$ cat config.mk
export PLATFORM = sky130hd
export DESIGN_NAME = lcd_pixel_stream_engine_flat
export DESIGN_NICKNAME = d
export VERILOG_FILES = /design/src/pixel_stream_pkg.sv /design/src/pixel_link_if.sv /design/src/lcd_pixel_stream_engine.sv /design/src/flat_wrapper.sv
export VERILOG_INCLUDE_DIRS = /design/src
export SDC_FILE = /design/constraint.sdc
export NUM_CORES = 2
export LEC_CHECK = 0
export BUFFER_PORTS_ARGS = -buffer_cell sky130_fd_sc_hd__buf_2
export CORE_MARGIN = 2
export CORE_UTILIZATION = 45
export CTS_CLUSTER_SIZE = 30
export DETAILED_ROUTE_END_ITERATION = 10
export RECOVER_POWER = 100
export SLEW_MARGIN = 20
export SYNTH_ARGS = -nofsm -noshare
export SYNTH_HDL_FRONTEND = slang
export SYNTH_SLANG_ARGS = --single-unit
$ cat constraint.sdc
create_clock -name clk_sys -period 9.1 [get_ports clk_sys]
set_input_delay 0.91 -clock clk_sys [delete_from_list [all_inputs] [get_ports clk_sys]]
set_output_delay 0.91 -clock clk_sys [all_outputs]
set_load 0.02 [all_outputs]
$ cat src/pixel_stream_map.svh
// constants for the pixel stream engine and its host transfer partner
// assumes a 20 MHz system clock shared by both ends
`ifndef PIXEL_STREAM_MAP_SVH
`define PIXEL_STREAM_MAP_SVH
`define PX_ACTIVE_W 480
`define PX_ACTIVE_H 272
`define PX_FRAME_RATE_HZ 60
`define PX_CLK_HZ 20000000
`define PX_FRAME_CYCLES (`PX_CLK_HZ / `PX_FRAME_RATE_HZ)
`define PX_DEF_DIV 2
`define PX_DEF_HTOTAL 525
`define PX_DEF_VTOTAL 286
`define PX_DEF_HSYNC 41
`define PX_DEF_VSYNC 10
`define PX_DEF_HSTART 43
`define PX_DEF_VSTART 12
`define PX_DEF_MODE24 1'b0
`define PX_CFG_BITS 73
`define PX_BURST_WORDS 8
`define PX_FIFO_DEPTH 64
`define PX_SPI_WORD_HDIV 2
`endif

$ cat src/pixel_stream_pkg.sv
// types shared by the pixel stream engine and the host transfer end
// no assumptions beyond the constant header
`default_nettype none
package pixel_stream_pkg;
  typedef logic [23:0] pixel_t;
  typedef struct packed {
    logic [7:0] div;
    logic [11:0] htotal;
    logic [11:0] vtotal;
    logic [11:0] hsync;
    logic [11:0] vsync;
    logic [7:0] hstart;
    logic [7:0] vstart;
  } timing_s;
endpackage
`default_nettype wire

$ cat src/pixel_link_if.sv
// link between host transfer end and pixel engine: spi config load and dma handshake
// both ends share clk_sys; the testbench supplies the clock
`default_nettype none
interface pixel_link_if (
  input wire logic clk_sys
);
  logic cfgSclk;
  logic cfgMosi;
  logic cfgCsN;
  logic cfgDone;
  logic transferRequestN;
  logic transferAcknowledgeN;
  logic [23:0] transferData;
  modport engine (
    input clk_sys, cfgSclk, cfgMosi, cfgCsN, transferAcknowledgeN, transferData,
    output cfgDone, transferRequestN
  );
  modport host (
    input clk_sys, cfgDone, transferRequestN,
    output cfgSclk, cfgMosi, cfgCsN, transferAcknowledgeN, transferData
  );
endinterface
`default_nettype wire

$ cat src/lcd_pixel_stream_engine.sv
// Function
// refresh panel continuously near sixty frames/second
// frame 480x272, default sixteen-bit rgb565 pixels
// optional 24-bit mode doubles per-pixel transfer; here one 24-bit transferData word per pixel in both modes
// fly-by burst writes land in pixel fifo
// drain fifo at fixed configured pixel rate
// engine generates all panel timing itself
// run only after spi configuration download
// host streams frame only per request/acknowledge
// host reads sdram continuous single-cycle mode
// request low while fifo fits a burst; here low only while it has room for a burst plus 4 words
// holds the engine end: spi config loader, pixel fifo, panel timing generator
// assumes the host spi pins arrive asynchronously and are synchronised here; ack and data come on clk_sys and are not
`include "pixel_stream_map.svh"
`default_nettype none
module lcd_pixel_stream_engine
  import pixel_stream_pkg::*;
#(
  parameter int FIFO_DEPTH = `PX_FIFO_DEPTH,
  parameter int BURST_WORDS = `PX_BURST_WORDS
) (
  input wire logic clk_sys,
  input wire logic reset,
  // host link
  pixel_link_if.engine link,
  // panel
  output logic panelPixClk,
  output logic panelHsync,
  output logic panelVsync,
  output logic panelDe,
  output logic [23:0] panelRgb,
  // status
  output logic underflow,
  output logic mode24
);
  localparam int AW = $clog2(FIFO_DEPTH);
  localparam int CW = `PX_CFG_BITS;

  typedef enum logic [2:0] {
    ST_LOAD = 3'b001,
    ST_RUN = 3'b010,
    ST_HOLD = 3'b100
  } state_e;

  typedef struct packed {
    state_e st;
    logic [2:0] sclkSync;
    logic [1:0] csSync;
    logic [1:0] mosiSync;
    logic [CW-1:0] shift;
    logic [6:0] bitCnt;
    timing_s tim;
    logic m24;
    logic [AW:0] wrPtr;
    logic [AW:0] rdPtr;
    logic [7:0] divCnt;
    logic [11:0] hCnt;
    logic [11:0] vCnt;
    logic pixClk;
    logic hs;
    logic vs;
    logic de;
    logic [23:0] rgb;
    logic under;
    logic reqN;
    logic done;
  } state_s;

  state_s q, d;
  pixel_t mem [FIFO_DEPTH];
  logic wrEn;
  logic [AW:0] level;

  function automatic logic [23:0] expand565(input logic [15:0] p);
    expand565 = {p[15:11], p[15:13], p[10:5], p[10:9], p[4:0], p[4:2]};
  endfunction

  assign level = q.wrPtr - q.rdPtr;
  // ack and data come from host flops on clk_sys, so they are taken in the ack cycle itself;
  // acks may run back to back, so a late sample would pick up the next word instead
  assign wrEn = (q.st == ST_RUN) && !link.transferAcknowledgeN;

  always_ff @(posedge clk_sys)
  begin
    if (wrEn)
    begin
      mem[q.wrPtr[AW-1:0]] <= link.transferData;
    end
  end

  always_comb
  begin
    logic pixTick;
    logic lineEnd;
    logic inH;
    logic inV;
    logic [23:0] word;
    pixTick = 1'b0;
    lineEnd = 1'b0;
    inH = 1'b0;
    inV = 1'b0;
    word = mem[q.rdPtr[AW-1:0]];
    d = q;
    d.sclkSync = {q.sclkSync[1:0], link.cfgSclk};
    d.csSync = {q.csSync[0], link.cfgCsN};
    d.mosiSync = {q.mosiSync[0], link.cfgMosi};
    case (q.st)
      ST_LOAD:
      begin
        // shift on rising sclk while select is low; use stage 2 and 3 for edge
        if (!q.csSync[1] && q.sclkSync[1] && !q.sclkSync[2])
        begin
          d.shift = {q.shift[CW-2:0], q.mosiSync[1]};
          d.bitCnt = q.bitCnt + 7'h01;
        end
        if (q.csSync[1] && q.bitCnt == 7'(CW))
        begin
          d.tim = q.shift[CW-1:1];
          d.m24 = q.shift[0];
          d.st = ST_RUN;
          d.done = 1'b1;
        end
        else if (q.csSync[1])
        begin
          d.bitCnt = 7'h00;
        end
      end
      ST_RUN:
      begin
        if (wrEn)
        begin
          d.wrPtr = q.wrPtr + 1'b1;
        end
        // pixel clock divided from clk_sys by the loaded divider
        if (q.divCnt >= q.tim.div - 8'h01)
        begin
          d.divCnt = 8'h00;
          pixTick = 1'b1;
        end
        else
        begin
          d.divCnt = q.divCnt + 8'h01;
        end
        d.pixClk = (q.divCnt < (q.tim.div >> 1));
        if (pixTick)
        begin
          lineEnd = (q.hCnt == q.tim.htotal - 12'h001);
          d.hCnt = lineEnd ? 12'h000 : q.hCnt + 12'h001;
          if (lineEnd)
          begin
            d.vCnt = (q.vCnt == q.tim.vtotal - 12'h001) ? 12'h000 : q.vCnt + 12'h001;
          end
          d.hs = !(q.hCnt < q.tim.hsync);
          d.vs = !(q.vCnt < q.tim.vsync);
          inH = (q.hCnt >= 12'(q.tim.hstart)) && (q.hCnt < 12'(q.tim.hstart) + 12'(`PX_ACTIVE_W));
          inV = (q.vCnt >= 12'(q.tim.vstart)) && (q.vCnt < 12'(q.tim.vstart) + 12'(`PX_ACTIVE_H));
          d.de = inH && inV;
          d.rgb = 24'h000000;
          if (inH && inV)
          begin
            if (level != '0)
            begin
              d.rgb = q.m24 ? word : expand565(word[15:0]);
              d.rdPtr = q.rdPtr + 1'b1;
            end
            else
            begin
              d.under = 1'b1;
            end
          end
        end
        // leave room for acks still in flight through the synchroniser
        d.reqN = !(level <= (AW+1)'(FIFO_DEPTH - BURST_WORDS - 4));
      end
      ST_HOLD:
      begin
        d.st = ST_RUN;
      end
      default:
      begin
        d.st = ST_LOAD;
      end
    endcase
    if (reset)
    begin
      d = '0;
      d.st = ST_LOAD;
      d.reqN = 1'b1;
      d.hs = 1'b1;
      d.vs = 1'b1;
      d.csSync = 2'b11;
      d.tim.div = 8'(`PX_DEF_DIV);
      d.tim.htotal = 12'(`PX_DEF_HTOTAL);
      d.tim.vtotal = 12'(`PX_DEF_VTOTAL);
      d.m24 = `PX_DEF_MODE24;
    end
  end

  always_ff @(posedge clk_sys)
  begin
    q <= d;
  end

  assign panelPixClk = q.pixClk;
  assign panelHsync = q.hs;
  assign panelVsync = q.vs;
  assign panelDe = q.de;
  assign panelRgb = q.rgb;
  assign underflow = q.under;
  assign mode24 = q.m24;
  assign link.transferRequestN = q.reqN;
  assign link.cfgDone = q.done;
endmodule // lcd_pixel_stream_engine
`default_nettype wire

$ cat src/flat_wrapper.sv
// flat-port wrapper written by rule: the top's interface ports become plain ports
module lcd_pixel_stream_engine_flat import pixel_stream_pkg::*;
#(
  parameter int FIFO_DEPTH = `PX_FIFO_DEPTH,
  parameter int BURST_WORDS = `PX_BURST_WORDS
)
  (clk_sys, reset, panelPixClk, panelHsync, panelVsync, panelDe, panelRgb, underflow, mode24, link_cfgSclk, link_cfgMosi, link_cfgCsN, link_transferAcknowledgeN, link_transferData, link_cfgDone, link_transferRequestN);
  pixel_link_if link_i (.clk_sys(clk_sys));
  input wire logic clk_sys;
  input wire logic reset;
  output logic panelPixClk;
  output logic panelHsync;
  output logic panelVsync;
  output logic panelDe;
  output logic [23:0] panelRgb;
  output logic underflow;
  output logic mode24;
  input wire logic [$bits(link_i.cfgSclk)-1:0] link_cfgSclk;
  input wire logic [$bits(link_i.cfgMosi)-1:0] link_cfgMosi;
  input wire logic [$bits(link_i.cfgCsN)-1:0] link_cfgCsN;
  input wire logic [$bits(link_i.transferAcknowledgeN)-1:0] link_transferAcknowledgeN;
  input wire logic [$bits(link_i.transferData)-1:0] link_transferData;
  output wire logic [$bits(link_i.cfgDone)-1:0] link_cfgDone;
  output wire logic [$bits(link_i.transferRequestN)-1:0] link_transferRequestN;
  assign link_i.cfgSclk = link_cfgSclk;
  assign link_i.cfgMosi = link_cfgMosi;
  assign link_i.cfgCsN = link_cfgCsN;
  assign link_i.transferAcknowledgeN = link_transferAcknowledgeN;
  assign link_i.transferData = link_transferData;
  assign link_cfgDone = link_i.cfgDone;
  assign link_transferRequestN = link_i.transferRequestN;
  lcd_pixel_stream_engine #(.FIFO_DEPTH(FIFO_DEPTH), .BURST_WORDS(BURST_WORDS)) u_core (.clk_sys(clk_sys), .reset(reset), .link(link_i), .panelPixClk(panelPixClk), .panelHsync(panelHsync), .panelVsync(panelVsync), .panelDe(panelDe), .panelRgb(panelRgb), .underflow(underflow), .mode24(mode24));
endmodule
==> impl_metrics.env <==
export IMPL_clock_latency_ns=0.83
export IMPL_placed_area_sq_um=74200
export IMPL_netlist_area_sq_um=71300
export IMPL_dpl_cell_count=6157
export IMPL_power_density_nw_per_um2=207
export IMPL_root_buffer="clkbuf_16"
export IMPL_post_synth_top_count_cell="edfxtp_1"
export IMPL_synth_edf_count=1536
export IMPL_ff_latch_area_sq_um=51000
export IMPL_postLayoutCellArea_sq_um=79600
export IMPL_synth_area_leaders="edfxtp_1, mux4_2, dfxtp_1"
export IMPL_place_congestion=0.936
export IMPL_port_buffers=61
export IMPL_ys_ff_latch=1781
export IMPL_synth_top_flop_cell="edfxtp_1"
export IMPL_synth_top_area_cell="edfxtp_1"
export IMPL_die_w_um=402
export IMPL_dieArea_sq_um=162000
export IMPL_grt_pass1_wl_um=275000
export IMPL_cts_resized=0
export IMPL_hold_buffers=0
export IMPL_wire_per_inst_um=29.4
export IMPL_nNetsFinal=4389
export IMPL_stdcell_count=6511
export IMPL_cap_viol_max_count=82
export IMPL_status="finished with violations"
export IMPL_antenna_left=0
export IMPL_grt_antenna_before_repair=13
export IMPL_synth_area_per_cell_sq_um=17.1
export IMPL_rows=146
export IMPL_worstPathArrival_ns=6.70
export IMPL_dp_worst_setup_slack_ns=4.79
export IMPL_nFillCells=13100
export IMPL_multi_input_area_sq_um=18700
export IMPL_setup_tns_final_ns=0
export IMPL_synth_top_area_share_pct=64.7
export IMPL_maxSlewHeadroom_pct=-154
export IMPL_vias_per_cell=5.98
export IMPL_grt_setup_unrepaired="no"
export IMPL_die_h_um=402
export IMPL_cts_buffers=184
export IMPL_worst_hold_slack_ns=0.337
export IMPL_yosys_warnings=0
export IMPL_synth_cells=4160
export IMPL_ys_async_sr_fraction_pct=0
export IMPL_end_kind="flop"
export IMPL_h_tree_depth=4
export IMPL_failed_checks="max-capacitance violations, max-slew violations"
export IMPL_grt_start_max_net_pins=114
export IMPL_drtIter0Drc=4356
export IMPL_cts_clk_slew_worst_paths_ns=0.06
export IMPL_ir_worst_vdd_mv=0.181
export IMPL_cts_buffer_depth=3
export IMPL_hold_viol_final=0
export IMPL_period_share_pct=67.4
export IMPL_grt_overflow=0
export IMPL_via_count=38900
export IMPL_io_pins=62
export IMPL_timing_fmax_ghz=0.163
export IMPL_crit_path_start_kind="input pin"
export IMPL_setup_violations=0
export IMPL_period_minus_slack_ns=6.14
export IMPL_tritoncts="built"
export IMPL_numClockSinks=1781
export IMPL_initial_core_util_pct=45.1
export IMPL_p_leak_uw=0.0242
export IMPL_hp_class="input pin to flop"
export IMPL_syn_nets=4272
export IMPL_place_hpwl_um=110000
export IMPL_required_ns=9.67
export IMPL_path_class="input pin to flop"
export IMPL_syn_to_final_growth_pct=11.7
export IMPL_drc=0
export IMPL_grt_pass1_vias=38000
export IMPL_yosysSeqAreaShare_pct=71.6
export IMPL_drv_slew=3025
export IMPL_ys_types=87
export IMPL_drt_pass1_iter_count=6
export IMPL_core_area_sq_um=158000
export IMPL_grt_util_all_layers_pct=23.6
export IMPL_post_cts_buffers=0
export IMPL_yosys_top_cells_count="edfxtp_1, nand2_1, mux4_2"
export IMPL_final_layout_size_suffix_gt1_share_pct=17.6
export IMPL_clock_skew_ns=0.0758
export IMPL_tightest_slew_ns=3.81
export IMPL_wl_um=191000
export IMPL_setup_ws_ns=2.96
export IMPL_crit_fanout=74
==> flip-flops by register name, summed over array words and instances, names as in the netlist, named ones only <==
name                          flops
u_core.mem                     1536
u_core.q                        207
u_core.panelRgb                  24
u_core.link.cfgDone               1
u_core.link.transferRequestN      1
u_core.mode24                     1
u_core.panelDe                    1
u_core.panelHsync                 1
u_core.panelPixClk                1
u_core.panelVsync                 1
u_core.underflow                  1
==> metrics by stage <==
stage | util, % | total power (uW)
3_3_place_gp | 47.0 | 9190
4_1_cts | 50.8 | 16600
2_1_floorplan | - | 9050
3_5_place_dp | 47.0 | 9190
5_1_grt | 50.4 | 16900
6_report | 50.4 | 16500
==> placed cells by master, fill, tap and decap left out, drive strengths merged, types with 23 or more instances in the layout <==
cell type and n:
nor2 155, clkinv 95, ha 82, o22ai 23, dfxtp 245, mux4 361
xor2 34, a21oi 211, buf 66, inv 82, mux2 33, a22oi 45
clkbuf 340, nand2 396, nand4 40, xnor2 39, mux2i 107, nor3 63
nor2b 35, o21ai 49, nand3 71, edfxtp 1536
==> path summary, 6_finish.rpt <==
kind                      start             endpoint  slack [ns]  cells after the start
setup / recovery          reset         u_core.q[32]        2.96                      6
hold / removal      link_cfgCsN        u_core.q[232]        0.34                      2
setup reg to reg  u_core.mode24  u_core.panelRgb[21]        3.58                      8
hold reg to reg   u_core.q[232]        u_core.q[233]        0.41                      1
==> cell type report <==
cell class | count | area share [%]
Sequential cell | 1781 | 64.1
Multi-Input combinational cell | 2052 | 23.5
Clock buffer | 226 | 6.10
Tap cell | 2072 | 3.26
Clock inverter | 119 | 1.44
Timing Repair Buffer | 180 | 1.16
Inverter | 78 | 0.368
Antenna cell | 3 | 0.00943
==> report_power, final <==
group,leakage (uW),total (uW),internal (uW),switching [uW]
combinational,0.00549,155,7.64,147
sequential,0.0158,8870,8870,0.836
clock,0.00293,7450,4240,3200
==> per-layer routing <==
layer / GRT usage [%] / routed length (um) / vias up
met5: 0 / 59 / -
met4: 7.14 / 5920 / 10
met1: 32.5 / 78400 / 20300
met2: 37.3 / 90200 / 1612
met3: 5.65 / 16800 / 324
li1: - / - / 16700
==> kinds of logic (layout without fill, tap and decap cells) <==
group	Yosys count	in the layout	share of synthesized area (%)
DFF	1781	1781	71.6
and+or+nand+nor	907	907	5.97
muxes	501	501	13.4
AOI/OAI and AO/OA	487	487	4.41
buffers and inverters	327	603	2.19
adders and majority gates	83	83	1.45
xor gates and xnor gates	74	74	0.929
other	0	3	0
==> worst max-delay path, stage by stage <==
cell and delay, ns:
clkbuf_1 2.45, clkbuf_1 1.73, inv_1 0.33, clkbuf_1 0.54
o41ai_1 0.55, nor3_1 0.15
(Power assumes the default switching activity.)
